File: src/core/acd_consts.svh
// What this block does
// - Next block address is the link value added to the unit base.
// - End-of-chain bit 31 sends unit to idle, always raising idle event.
// - Suspend bit 30 sends unit to suspended; not-active event only if enabled.
// - Interrupt bit 29 raises command-done event; clear bit raises none.
// - Command code bits 18:16 equal to 101 selects microcode download.
// - Command code 110 selects register dump.
// - Host clears completion bit 15; device sets it when the command ends.
// - Status bit 13 is success; zero with completion set means error.
// - Download reads 64 words after the header into microcode RAM.
// - After a good download the loaded microcode runs until reset.
// - Dump writes a 596-byte area at the unit base plus the 32-bit buffer pointer.
// - Dump pushes a command byte, then waits for the dump marker.
// - Dump copies MAC-side registers via status FIFO, then parallel ones.
// - After dump data, status with completion and success set, then finish.
//
// Purpose: Constants of the action command unit
// Assumes: Byte addressed host memory, 32-bit words
// Notes: Definitions only
`ifndef ACD_CONSTS_SVH
`define ACD_CONSTS_SVH
`define ACD_OFF_CTRL 6'h00
`define ACD_OFF_BASE 6'h04
`define ACD_OFF_PTR 6'h08
`define ACD_OFF_STAT 6'h0c
`define ACD_OFF_UCIDX 6'h10
`define ACD_OFF_UCDATA 6'h14
`define ACD_CTRL_START 0
`define ACD_CTRL_RESUME 1
`define ACD_CTRL_CNAEN 2
`define ACD_HDR_EL 31
`define ACD_HDR_S 30
`define ACD_HDR_I 29
`define ACD_HDR_CMD_HI 18
`define ACD_HDR_CMD_LO 16
`define ACD_HDR_C 15
`define ACD_HDR_OK 13
`define ACD_CMD_UCODE 3'h5
`define ACD_CMD_DUMP 3'h6
`define ACD_OFF_LINK 32'h0000_0004
`define ACD_OFF_BODY 32'h0000_0008
`define ACD_UC_WORDS 8'h40
`define ACD_DUMP_BYTES 596
`define ACD_DUMP_WORDS 8'h95
`define ACD_DUMP_MAC_WORDS 8'h14
`define ACD_DUMP_CMD_BYTE 8'h06
`define ACD_CU_IDLE 2'h0
`define ACD_CU_SUSP 2'h1
`define ACD_CU_ACTIVE 2'h2
`endif

File: src/core/acd_pkg.sv
// Purpose: Types of the action command unit
// Assumes: Constants come from acd_consts.svh
// Notes: One-hot states
package acd_pkg;
  typedef enum logic [11:0] {
    ST_IDLE = 12'h001,
    ST_SUSP = 12'h002,
    ST_HDR = 12'h004,
    ST_LINK = 12'h008,
    ST_UC = 12'h010,
    ST_DPTR = 12'h020,
    ST_DCMD = 12'h040,
    ST_DWAIT = 12'h080,
    ST_DMAC = 12'h100,
    ST_DPAR = 12'h200,
    ST_WB = 12'h400,
    ST_DONE = 12'h800
  } acd_state_t;

  typedef struct packed {
    logic req;
    logic we;
    logic [31:0] addr;
    logic [31:0] wdata;
  } acd_mem_req_t;

  typedef struct packed {
    logic ack;
    logic err;
    logic [31:0] rdata;
  } acd_mem_rsp_t;

  typedef struct packed {
    logic cx;
    logic unit_not_active_event;
    logic ci;
  } acd_events_t;

  typedef struct packed {
    acd_state_t state;
    logic [31:0] cu_base;
    logic [31:0] cb_ptr;
    logic [31:0] cb_addr;
    logic [31:0] hdr;
    logic [31:0] link;
    logic [31:0] dump_buf;
    logic [7:0] cnt;
    logic cna_en;
    logic ucode_on;
    logic err;
    logic last_err;
    logic dph_wr;
    logic [5:0] dph_addr;
    logic [31:0] hrdata;
    logic hreadyout;
    logic hresp;
    acd_mem_req_t mem;
    logic tx_valid;
    logic [7:0] tx_data;
    logic stat_ready;
    logic [7:0] par_idx;
    acd_events_t ev;
    logic ram_we;
    logic [5:0] ram_waddr;
    logic [31:0] ram_wdata;
    logic [5:0] ram_raddr;
  } acd_regs_t;
endpackage

File: src/core/acd_ucode_ram.sv
// Purpose: Microcode patch store, 64 words of flip-flops
// Assumes: One write port, one asynchronous read port
// Notes: Contents are not cleared by reset
`timescale 1ns/1ps
module acd_ucode_ram (
  input wire logic hclk,
  input wire logic we,
  input wire logic [5:0] waddr,
  input wire logic [31:0] wdata,
  input wire logic [5:0] raddr,
  output logic [31:0] rdata
);
  logic [31:0] mem [0:63];

  always_ff @(posedge hclk) begin
    if (we) begin
      mem[waddr] <= wdata;
    end
  end

  assign rdata = mem[raddr];
endmodule

File: src/core/acd_cmd_unit.sv
// Purpose: Command unit for microcode download and register dump blocks
// Assumes: AHB-Lite register slave, bus-master memory port on hclk
// Notes: Memory requests are held until acknowledged
//
// The address map and the AHB-Lite interface to the registers were left to the implementer.
`timescale 1ns/1ps
`include "acd_consts.svh"
module acd_cmd_unit (
  input wire logic hclk,
  input wire logic hresetn,
  input wire logic hsel,
  input wire logic [31:0] haddr,
  input wire logic [1:0] htrans,
  input wire logic hwrite,
  input wire logic [2:0] hsize,
  input wire logic [31:0] hwdata,
  input wire logic hready,
  output logic [31:0] hrdata,
  output logic hreadyout,
  output logic hresp,
  output acd_pkg::acd_mem_req_t mem_out,
  input wire acd_pkg::acd_mem_rsp_t mem_in,
  output logic tx_valid,
  output logic [7:0] tx_data,
  input wire logic tx_ready,
  input wire logic dump_marker,
  input wire logic stat_valid,
  input wire logic [31:0] stat_data,
  output logic stat_ready,
  output logic [7:0] par_idx,
  input wire logic [31:0] par_rdata,
  output acd_pkg::acd_events_t events,
  output logic ucode_on
);
  acd_pkg::acd_regs_t r;
  acd_pkg::acd_regs_t n;
  logic [31:0] uc_rdata;
  logic mem_done;
  logic [2:0] cmd;
  logic [31:0] ahb_rd;

  acd_ucode_ram u_ram (
    .hclk(hclk),
    .we(r.ram_we),
    .waddr(r.ram_waddr),
    .wdata(r.ram_wdata),
    .raddr(r.ram_raddr),
    .rdata(uc_rdata)
  );

  function automatic logic [1:0] cu_code(input acd_pkg::acd_state_t s);
    if (s == acd_pkg::ST_IDLE) begin
      return `ACD_CU_IDLE;
    end else if (s == acd_pkg::ST_SUSP) begin
      return `ACD_CU_SUSP;
    end
    return `ACD_CU_ACTIVE;
  endfunction

  assign mem_done = r.mem.req && mem_in.ack;
  assign cmd = r.hdr[`ACD_HDR_CMD_HI:`ACD_HDR_CMD_LO];

  always_comb begin
    unique case (haddr[5:0])
      `ACD_OFF_CTRL: ahb_rd = {29'h0, r.cna_en, 2'h0};
      `ACD_OFF_BASE: ahb_rd = r.cu_base;
      `ACD_OFF_PTR: ahb_rd = r.cb_ptr;
      `ACD_OFF_STAT: ahb_rd = {26'h0, r.last_err, r.ucode_on, 2'h0,
                               cu_code(r.state)};
      `ACD_OFF_UCIDX: ahb_rd = {26'h0, r.ram_raddr};
      `ACD_OFF_UCDATA: ahb_rd = uc_rdata;
      default: ahb_rd = 32'h0;
    endcase
  end

  always_comb begin
    n = r;
    n.ev = '0;
    n.ram_we = 1'b0;
    n.hreadyout = 1'b1;
    n.hresp = 1'b0;
    // Zero wait state: read data is formed in the address phase
    n.dph_wr = 1'b0;
    if (hsel && hready && htrans[1]) begin
      n.dph_wr = hwrite;
      n.dph_addr = haddr[5:0];
      n.hrdata = hwrite ? 32'h0 : (haddr[31:6] == 26'h0 ? ahb_rd : 32'h0);
    end
    if (mem_done) begin
      n.mem.req = 1'b0;
      if (mem_in.err) begin
        n.err = 1'b1;
      end
    end
    unique case (r.state)
      acd_pkg::ST_IDLE, acd_pkg::ST_SUSP: begin
      end
      acd_pkg::ST_HDR: begin
        if (!r.mem.req) begin
          n.mem = '{req: 1'b1, we: 1'b0, addr: r.cb_addr, wdata: 32'h0};
        end else if (mem_in.ack) begin
          n.hdr = mem_in.rdata;
          n.state = acd_pkg::ST_LINK;
        end
      end
      acd_pkg::ST_LINK: begin
        if (!r.mem.req) begin
          n.mem = '{req: 1'b1, we: 1'b0, addr: r.cb_addr + `ACD_OFF_LINK,
                    wdata: 32'h0};
        end else if (mem_in.ack) begin
          n.link = mem_in.rdata;
          n.cnt = 8'h0;
          if (cmd == `ACD_CMD_UCODE) begin
            n.state = acd_pkg::ST_UC;
          end else if (cmd == `ACD_CMD_DUMP) begin
            n.state = acd_pkg::ST_DPTR;
          end else begin
            // Unsupported code here: finish with success clear
            n.err = 1'b1;
            n.state = acd_pkg::ST_WB;
          end
        end
      end
      acd_pkg::ST_UC: begin
        if (!r.mem.req) begin
          n.mem = '{req: 1'b1, we: 1'b0, wdata: 32'h0,
                    addr: r.cb_addr + `ACD_OFF_BODY + {22'h0, r.cnt, 2'h0}};
        end else if (mem_in.ack) begin
          n.ram_we = 1'b1;
          n.ram_waddr = r.cnt[5:0];
          n.ram_wdata = mem_in.rdata;
          n.cnt = r.cnt + 8'h1;
          if (r.cnt == `ACD_UC_WORDS - 8'h1) begin
            n.state = acd_pkg::ST_WB;
          end
        end
      end
      acd_pkg::ST_DPTR: begin
        if (!r.mem.req) begin
          n.mem = '{req: 1'b1, we: 1'b0, addr: r.cb_addr + `ACD_OFF_BODY,
                    wdata: 32'h0};
        end else if (mem_in.ack) begin
          n.dump_buf = r.cu_base + mem_in.rdata;
          n.tx_valid = 1'b1;
          n.tx_data = `ACD_DUMP_CMD_BYTE;
          n.state = acd_pkg::ST_DCMD;
        end
      end
      acd_pkg::ST_DCMD: begin
        if (tx_ready) begin
          n.tx_valid = 1'b0;
          n.state = acd_pkg::ST_DWAIT;
        end
      end
      acd_pkg::ST_DWAIT: begin
        if (dump_marker) begin
          n.stat_ready = 1'b1;
          n.state = acd_pkg::ST_DMAC;
        end
      end
      acd_pkg::ST_DMAC: begin
        // One word in flight: the FIFO is stalled while a write is pending
        if (r.stat_ready && stat_valid) begin
          n.stat_ready = 1'b0;
          n.mem = '{req: 1'b1, we: 1'b1, wdata: stat_data,
                    addr: r.dump_buf + {22'h0, r.cnt, 2'h0}};
        end else if (mem_done) begin
          n.cnt = r.cnt + 8'h1;
          if (r.cnt == `ACD_DUMP_MAC_WORDS - 8'h1) begin
            n.par_idx = 8'h0;
            n.state = acd_pkg::ST_DPAR;
          end else begin
            n.stat_ready = 1'b1;
          end
        end
      end
      acd_pkg::ST_DPAR: begin
        if (!r.mem.req) begin
          n.mem = '{req: 1'b1, we: 1'b1, wdata: par_rdata,
                    addr: r.dump_buf + {22'h0, r.cnt, 2'h0}};
        end else if (mem_in.ack) begin
          n.cnt = r.cnt + 8'h1;
          n.par_idx = r.par_idx + 8'h1;
          if (r.cnt == `ACD_DUMP_WORDS - 8'h1) begin
            n.state = acd_pkg::ST_WB;
          end
        end
      end
      acd_pkg::ST_WB: begin
        if (!r.mem.req) begin
          n.mem.req = 1'b1;
          n.mem.we = 1'b1;
          n.mem.addr = r.cb_addr;
          n.mem.wdata = {r.hdr[31:16], 1'b1, 1'b0, ~r.err, 13'h0};
        end else if (mem_in.ack) begin
          n.state = acd_pkg::ST_DONE;
        end
      end
      acd_pkg::ST_DONE: begin
        n.ev.cx = r.hdr[`ACD_HDR_I];
        n.last_err = r.err;
        if (cmd == `ACD_CMD_UCODE && !r.err) begin
          n.ucode_on = 1'b1;
        end
        n.cb_addr = r.cu_base + r.link;
        n.err = 1'b0;
        if (r.hdr[`ACD_HDR_EL]) begin
          n.ev.ci = 1'b1;
          n.ev.unit_not_active_event = 1'b1;
          n.state = acd_pkg::ST_IDLE;
        end else if (r.hdr[`ACD_HDR_S]) begin
          n.ev.unit_not_active_event = r.cna_en;
          n.state = acd_pkg::ST_SUSP;
        end else begin
          n.state = acd_pkg::ST_HDR;
        end
      end
    endcase
    // Register writes land in the data phase
    if (r.dph_wr) begin
      unique case (r.dph_addr)
        `ACD_OFF_CTRL: begin
          n.cna_en = hwdata[`ACD_CTRL_CNAEN];
          if (hwdata[`ACD_CTRL_START] && (r.state == acd_pkg::ST_IDLE ||
              r.state == acd_pkg::ST_SUSP)) begin
            n.cb_addr = r.cu_base + r.cb_ptr;
            n.state = acd_pkg::ST_HDR;
          end else if (hwdata[`ACD_CTRL_RESUME] &&
                       r.state == acd_pkg::ST_SUSP) begin
            n.state = acd_pkg::ST_HDR;
          end
        end
        `ACD_OFF_BASE: n.cu_base = hwdata;
        `ACD_OFF_PTR: n.cb_ptr = hwdata;
        `ACD_OFF_UCIDX: n.ram_raddr = hwdata[5:0];
        default: begin
        end
      endcase
    end
  end

  always_ff @(posedge hclk or negedge hresetn) begin
    if (!hresetn) begin
      r <= '0;
      r.state <= acd_pkg::ST_IDLE;
    end else begin
      r <= n;
    end
  end

  assign hrdata = r.hrdata;
  assign hreadyout = r.hreadyout;
  assign hresp = r.hresp;
  assign mem_out = r.mem;
  assign tx_valid = r.tx_valid;
  assign tx_data = r.tx_data;
  assign stat_ready = r.stat_ready;
  assign par_idx = r.par_idx;
  assign events = r.ev;
  assign ucode_on = r.ucode_on;

  link_next_a: assert property (@(posedge hclk) disable iff (!hresetn)
    r.state == acd_pkg::ST_DONE |=> r.cb_addr == $past(r.cu_base + r.link))
    else $error("next block address not base plus link");

  end_chain_a: assert property (@(posedge hclk) disable iff (!hresetn)
    r.state == acd_pkg::ST_DONE && r.hdr[`ACD_HDR_EL]
      |=> events.ci && events.unit_not_active_event && r.state == acd_pkg::ST_IDLE)
    else $error("end of chain did not idle with event");

  suspend_a: assert property (@(posedge hclk) disable iff (!hresetn)
    r.state == acd_pkg::ST_DONE && !r.hdr[`ACD_HDR_EL] && r.hdr[`ACD_HDR_S]
      |=> r.state == acd_pkg::ST_SUSP && events.unit_not_active_event == $past(r.cna_en))
    else $error("suspend transition wrong");

  done_event_a: assert property (@(posedge hclk) disable iff (!hresetn)
    events.cx |-> $past(r.state == acd_pkg::ST_DONE && r.hdr[`ACD_HDR_I]))
    else $error("command done event without cause");

  status_word_a: assert property (@(posedge hclk) disable iff (!hresetn)
    r.state == acd_pkg::ST_WB && mem_out.req
      |-> mem_out.we && mem_out.wdata[`ACD_HDR_C]
        && mem_out.wdata[`ACD_HDR_OK] == !r.err)
    else $error("status write lacks completion or success");

  uc_count_a: assert property (@(posedge hclk) disable iff (!hresetn)
    r.state == acd_pkg::ST_UC && mem_done && r.cnt == 8'h3f
      |=> r.state == acd_pkg::ST_WB && r.ram_we && r.ram_waddr == 6'h3f)
    else $error("microcode load count wrong");

  uc_sticky_a: assert property (@(posedge hclk) disable iff (!hresetn)
    $past(r.ucode_on) |-> r.ucode_on)
    else $error("loaded microcode dropped without reset");

  uc_fail_a: assert property (@(posedge hclk) disable iff (!hresetn)
    $rose(r.ucode_on) |-> $past(!r.err && cmd == `ACD_CMD_UCODE))
    else $error("microcode switched after failed load");

  dump_marker_a: assert property (@(posedge hclk) disable iff (!hresetn)
    r.state == acd_pkg::ST_DWAIT && !dump_marker
      |=> r.state == acd_pkg::ST_DWAIT && !mem_out.req)
    else $error("dump moved on without marker");

  dump_order_a: assert property (@(posedge hclk) disable iff (!hresetn)
    r.state == acd_pkg::ST_DPAR |-> r.cnt >= `ACD_DUMP_MAC_WORDS)
    else $error("parallel registers before MAC registers");

  dump_size_a: assert property (@(posedge hclk) disable iff (!hresetn)
    r.state == acd_pkg::ST_DPAR && mem_done && r.cnt == 8'h94
      |=> r.state == acd_pkg::ST_WB ##1 mem_out.req && mem_out.we)
    else $error("dump did not end in status write");
endmodule

File: config.mk
export PLATFORM = sky130hd
export DESIGN_NAME = acd_cmd_unit
export DESIGN_NICKNAME = d
export VERILOG_FILES = /design/src/core/acd_pkg.sv /design/src/core/acd_ucode_ram.sv /design/src/core/acd_cmd_unit.sv
export VERILOG_INCLUDE_DIRS = /design/src /design/src/core
export SDC_FILE = /design/constraint.sdc
export NUM_CORES = 2
export LEC_CHECK = 0
export ABC_AREA = 1
export BUFFER_PORTS_ARGS = -buffer_cell sky130_fd_sc_hd__clkbuf_2
export CELL_PAD_IN_SITES_DETAIL_PLACEMENT = 0
export CELL_PAD_IN_SITES_GLOBAL_PLACEMENT = 1
export CORE_ASPECT_RATIO = 0.7
export CORE_MARGIN = 2
export CORE_UTILIZATION = 50
export CTS_CLUSTER_SIZE = 24
export DETAILED_ROUTE_END_ITERATION = 16
export PLACE_DENSITY = 0.82
export SLEW_MARGIN = 0
export SYNTH_ARGS = -nofsm -noshare
export SYNTH_HDL_FRONTEND = slang
export SYNTH_SLANG_ARGS = --single-unit
File: constraint.sdc
create_clock -name hclk -period 5.3 [get_ports hclk]
set_clock_uncertainty 0.1 [all_clocks]
set_input_delay 0.265 -clock hclk [delete_from_list [all_inputs] [get_ports hclk]]
set_output_delay 0.265 -clock hclk [all_outputs]
set_load 0.02 [all_outputs]
* Word-level counts from Yosys, hierarchy flattened
Memory sizes are Yosys's and may differ from the RTL's.
Index checks and enable logic that the tools add are counted.
** Word-level totals
- Register bits after elaboration :: 381
- Latch bits :: 0
- Memory bits (writable) :: 2048
- Bits in read-only memories :: 0
- Input bits :: 175
- Output and inout bits :: 122
- Logic and storage cells :: 210
- Memories :: 1
** Memories
- u_ram.mem :: depth 64, width 32, read ports 1, clocked after memory_dff 0, wr ports 1, RTL line acd_ucode_ram.sv:13 : logic [31:0] mem [0:63];
** Cells by class
- Add/subtract/negate cells :: 9
- Multiply operators :: 0
- Div/mod/pow operators :: 0
- Order comparisons :: 0
- Equality and inequality tests :: 47
- Shifts and indexed selects :: 0
- Muxes and demuxes :: 89
- Bitwise logic cells :: 1
- Reductions and logical operators :: 32
** Operator list (count)
- $mux W66 :: 7
- $pmux W66 S7 :: 1
- $mux W12 :: 24
- $mux W32 :: 7
- $pmux W32 S6 :: 1
- $mux W39 :: 4
- $pmux W12 S10 :: 1
- $mux W108 :: 1
- $add A32 B32 Y32 :: 3
- $mux W8 :: 10
- $add A32 B10 Y32 :: 2
- $ne A2 B2 Y1 const B :: 18
- $add A32 B3 Y32 const B :: 1
- $add A32 B4 Y32 const B :: 1
- $mux W9 :: 3
- $logic_not A26 Y1 :: 1
- $pmux W8 S3 :: 1
- $mux W1 :: 19
- $eq A6 B4 Y1 const B :: 3
- $eq A6 B5 Y1 const B :: 3
- $add A8 B1 Y8 const B :: 2
- $pmux W8 S2 :: 1
- $eq A12 B1 Y1 const B :: 1
- $eq A12 B10 Y1 const B :: 1
- other kinds (36) :: 62

* Logic depth before layout (Yosys ltp)
- Word-level depth :: 10
- Mapped depth :: 22
- Gate-level depth less buffers :: 20

* By module
From an unflattened synthesis, not the netlist that was laid out.
** Second synthesis, totals
- Cells, all modules :: 10454
- Area, all modules :: 108317.6 um^2
** Modules (own cells, without submodules)
- acd_ucode_ram :: instances 1, cells each 6756, area each 82196.3 um^2, sequential area each 61499.0 um^2
- acd_cmd_unit :: instances 1, cells each 3698, area each 26121.3 um^2, sequential area each 9135.0 um^2

* Worst setup path before layout
Ideal clock, no wire load.
- Kind :: flip-flop to flip-flop
- Start point :: reg r[40] (netlist name)
- End point :: mem u_ram.mem[36][0], enable pin
- Setup time :: 502 ps
- Arrival time :: 3988 ps
- Data required time :: 4698 ps
- Path slack :: 710 ps
- Cell stages (with the launch flop) :: 4
- Buffers on the path :: 1
- Period minus slack after synthesis :: 4590 ps
- Path through :: dfrtp_1 -> clkbuf_1 -> clkinv_1 -> nor4_1
** RTL lines
- start: declaration :: RTL line acd_cmd_unit.sv:35 : acd_pkg::acd_regs_t r;
- start signal: assignment :: RTL line acd_cmd_unit.sv:247 : r <= n;
- end: declaration :: RTL line acd_ucode_ram.sv:13
No word-level cell before the write port.

* Final worst setup path
- Start point :: reg r[383] (netlist name)
- End point :: reg r, in the netlist mem_out[13]
** Between the ends
- Longest elaborated chain between the ends :: 3
- Elaborated cells between the ends (all ways) :: 17
- Classes of those cells :: 14 x eq/ne; 1 x mux; 2 x reduce/logical
** Ends and longest elaborated chain
- $eq A12 B11 Y1, or another cell as far along :: RTL line acd_cmd_unit.sv:95 : unique case (r.state)
- $reduce_bool A7 Y1 (no line) or $ne A2 B2 Y1 (tied branches)
- $reduce_and A8 Y1 (no line)
Several ways; a longest one is shown, not always the timed one.
A chain may end at the register's enable or synchronous reset.

==> out/qor.csv <==
stage,metric,value,unit
outcome,status,"finished, final reports clean",
setup_path,reg2reg path depth,12,
placed_design,Detailed Place HPWL,237000,um
power,Power Density,387,nW/um^2
power,maximum vdd ir drop,0.313,mV
routing,DRT iter0 DRCs,12900,
timing,WHS,0.0482,ns
power,Clock power frac,0.353,
final_layout,fraction of layout cells with a size suffix above 1,0.106,
global_routing,initial antenna violation count,17,
setup_path,CP endpoint kind,flip-flop,
min_path,Tightest Hold Check Type,in2reg,
power,switching component of the power,14.4,mW
clock_network,CTS tree,done,
yosys,"Cell Area, Synth",107000,um^2
yosys,Post-synth ARST share,0.151,
routing,via/cell ratio,6.22,
clock_network,Sink Count,2413,
timing,fin crit share,0.862,
power,combinational share of power,0.200,
clock_network,CTS H-Tree Depth,4,
final_layout,most frequent cells in the layout,"edfxtp_1 (2,048), o21ai_0 (1,554), nor2_1 (1,532), nand2_1 (1,221), o22ai_1 (500)",
yosys,yosys warns,0,
global_routing,first-pass GRT wire length,530000,um
yosys,main flop type after synthesis,edfxtp_1,
setup_path,Critical Path AT,5.25,ns
timing,Final Hold Vio Count,0,
timing,fmax,0.219,GHz
die,Die Wd,556,um
timing,crit path time final,4.57,ns
min_path,Worst Hold Launch,hwdata[27],
timing,Slew headroom,0.106,
final_layout,"commonest non-fill, non-tap cell in the layout",edfxtp_1,
min_path,hold path endpoint,r[340]$_DFFE_PN0P_,
die,Starting Density,0.505,
routing,wire per inst,28.5,um
clock_network,clock root cell,clkbuf_16,
global_routing,total gr overflow,0,
yosys,Mapped Cells,9863,
routing,Initial DRT Pass Iterations,6,
timing,RSZ-0062 raised after global routing,false,
final_layout,final std cells w/o fill,13100,
timing,fin. max-slew vios,0,
clock_network,Num CTS Buffers,228,
die,CORE AREA,212000,um^2
clock_network,clk slew on worst S/H paths,0.07,ns
placed_design,Port Buf Inserts,285,
routing,ANT nets after route,0,
timing,setup violators final,0,
power,Net Sw Frac,0.310,
yosys,post-synthesis register bit count,2413,
yosys,Synth Area per Inst,10.8,um^2
die,Die ar.,217000,um^2
power,Pleak,39.0,nW
setup_path,CP startpoint kind,flip-flop,
setup_path,crit path from,r[383]$_DFF_PN0_,
routing,DRC,0,
power,Pint,32.1,mW
global_routing,GRT Resource Usage Total,0.337,
die,DIE HEIGHT,391,um
min_path,hold path depth,4,
power,register share of total power,0.447,
placed_design,placed insts,12500,
routing,drt total wl,374000,um
timing,setup tns final,0,ns
setup_path,Crit path required time,5.99,ns
final_layout,area grow syn2layout,12.5,%
die,row count,141,
setup_path,critical path class,reg2reg,
routing,detailed-route via count,81400,
die,I/O pin count,297,
clock_network,hold buffer count at cts,151,
final_layout,fin nets,10400,
setup_path,reg2reg end,mem_out[13]$_DFFE_PN0P_,
flow_run,MaxCap Viol Count,0,
global_routing,pin count of the biggest net entering global routing,179,
yosys,number of synthesized flops with an enable pin,2048,
setup_path,Reg-to-Reg Start,r[383]$_DFF_PN0_,
clock_network,clk buf depth,4,
global_routing,vias in the first global route,74700,
placed_design,GPL Wtd Cong,0.991,
yosys,sequential area share after synthesis,0.661,
clock_network,clk_lat worst skew,0.91,ns
yosys,library cells used by synthesis,69,
clock_network,CTS-repair resized insts,0,
setup_path,maximum fanout along the worst path,41,
clock_network,postcts setup bufs,0,
setup_path,FF-to-FF setup slack,0.73,ns
timing,worst-margin pin slew,1.33,ns
stage by stage:
step                      area (um^2)  power (mW)  setup WS, ns  utilization
after floorplan                107000        26.5         0.710            -
after global placement         111000        30.0          1.29        0.526
after detailed placement       111000        30.1          1.29        0.526
after CTS                      120000        46.4         0.887        0.568
after global routing           120000        48.1         0.602        0.568
final                          120000        46.5         0.733        0.568
cells by family (layout without fill, tap and decap cells):
| kind of cell | after synthesis | after routing | synth area share |
|---|---|---|---|
| simple gates | 3454 | 3454 | 0.133 |
| compound gates | 2625 | 2625 | 0.137 |
| flops | 2413 | 2413 | 0.661 |
| buf+inv | 1179 | 1603 | 0.0486 |
| fa+ha+maj | 122 | 122 | 0.0146 |
| xor+xnor | 61 | 61 | 0.00500 |
| mux | 7 | 7 | 0.000738 |
| other cells | 2 | 17 | 0.0000703 |
cell type report:
type	instances	area, um^2
Fill cell	17600	91500
Sequential cell	2413	70700
Multi-Input combinational cell	6277	31600
Clock buffer	298	6120
Timing Repair Buffer	672	5140
Tap cell	2788	3490
Inverter	515	1960
Clock inverter	118	1210
Antenna cell	9	22.5
worst max-delay path, cell delays in order, from the launching register on:
cell and delay (ns):
dfrtp_1 0.41, nor2_1 0.20, nand2_2 0.14, nor2_2 0.20
nand2_4 0.19, inv_1 0.51, nor3_1 0.22, nand2_1 0.12
o211ai_2 0.44, inv_2 0.89, o2111ai_1 0.23, dlygate4sd3_1 0.64
o21a_1 0.11
cells in the mapped netlist, drive strengths merged (3+ instances only):
| cell type | count | area share |
|---|---|---|
| edfxtp | 2048 | 0.58 |
| nor2 | 1631 | 0.059 |
| o21ai | 1599 | 0.075 |
| nand2 | 1257 | 0.045 |
| inv | 508 | 0.018 |
| o22ai | 500 | 0.029 |
| nand3 | 371 | 0.018 |
| dfrtp | 364 | 0.085 |
| clkbuf | 341 | 0.012 |
| buf | 323 | 0.018 |
| a21oi | 249 | 0.012 |
| ha | 117 | 0.014 |
| o221ai | 68 | 0.0056 |
| nand4 | 63 | 0.0037 |
| nor3 | 63 | 0.0030 |
| o211ai | 50 | 0.0036 |
| xor2 | 41 | 0.0034 |
| or2 | 29 | 0.0017 |
| a221oi | 25 | 0.0020 |
| o21a | 25 | 0.0018 |
| nor4 | 23 | 0.0013 |
| a31oi | 22 | 0.0013 |
| xnor2 | 20 | 0.0016 |
| a21o | 19 | 0.0013 |
| o21bai | 18 | 0.0013 |
| a21boi | 13 | 0.00091 |
| a211oi | 10 | 0.00070 |
| nand3b | 10 | 0.00070 |
| clkinv | 7 | 0.00025 |
| mux2 | 7 | 0.00074 |
| fa | 5 | 0.00094 |
| o2111ai | 5 | 0.00041 |
| o31ai | 5 | 0.00035 |
| a22oi | 4 | 0.00028 |
| a2bb2oi | 3 | 0.00025 |
state kept, by name, indices dropped and copies added, names as in the netlist:
signal,count
cmd,3
events,3
hrdata,32
hreadyout,1
mem_out,66
par_idx,8
r,248
stat_ready,1
tx_data,1
tx_valid,1
u_ram.mem,2048
ucode_on,1
power groups by stage:
| stage | clock network, mW | registers [mW] | logic [mW] |
|---|---|---|---|
| 5_1_grt | 17.3 | 20.8 | 10.0 |
| 4_1_cts | 16.5 | 20.8 | 9.08 |
| 6_report | 16.4 | 20.8 | 9.33 |
| 2_1_floorplan | 0 | 21.0 | 5.56 |
| 3_3_place_gp | 0 | 21.2 | 8.85 |
| 3_5_place_dp | 0 | 21.2 | 8.94 |
layer usage:
layer,vias up,GRT usage,part of all wire
li1,35600,-,-
met4,8,0.0903,0.027
met3,547,0.0870,0.13
met5,-,0,0.00047
met1,40500,0.528,0.44
met2,4658,0.461,0.41
how the worst max path moves through the flow:
stage | to | slack, ns | cells after the start
finish | mem_out[13]$_DFFE_PN0P_ | 0.73 | 12
global route | mem_out[18]$_DFFE_PN0P_ | 0.60 | 12
CTS | mem_out[18]$_DFFE_PN0P_ | 0.89 | 12
detailed placement | hrdata[8]$_DFFE_PN0P_ | 1.29 | 14
global placement | hrdata[12]$_DFFE_PN0P_ | 1.29 | 12
floorplan | u_ram.mem[36][0]$_DFFE_PP_ | 0.71 | 3
Note: power is estimated with default switching activity, not from simulation.
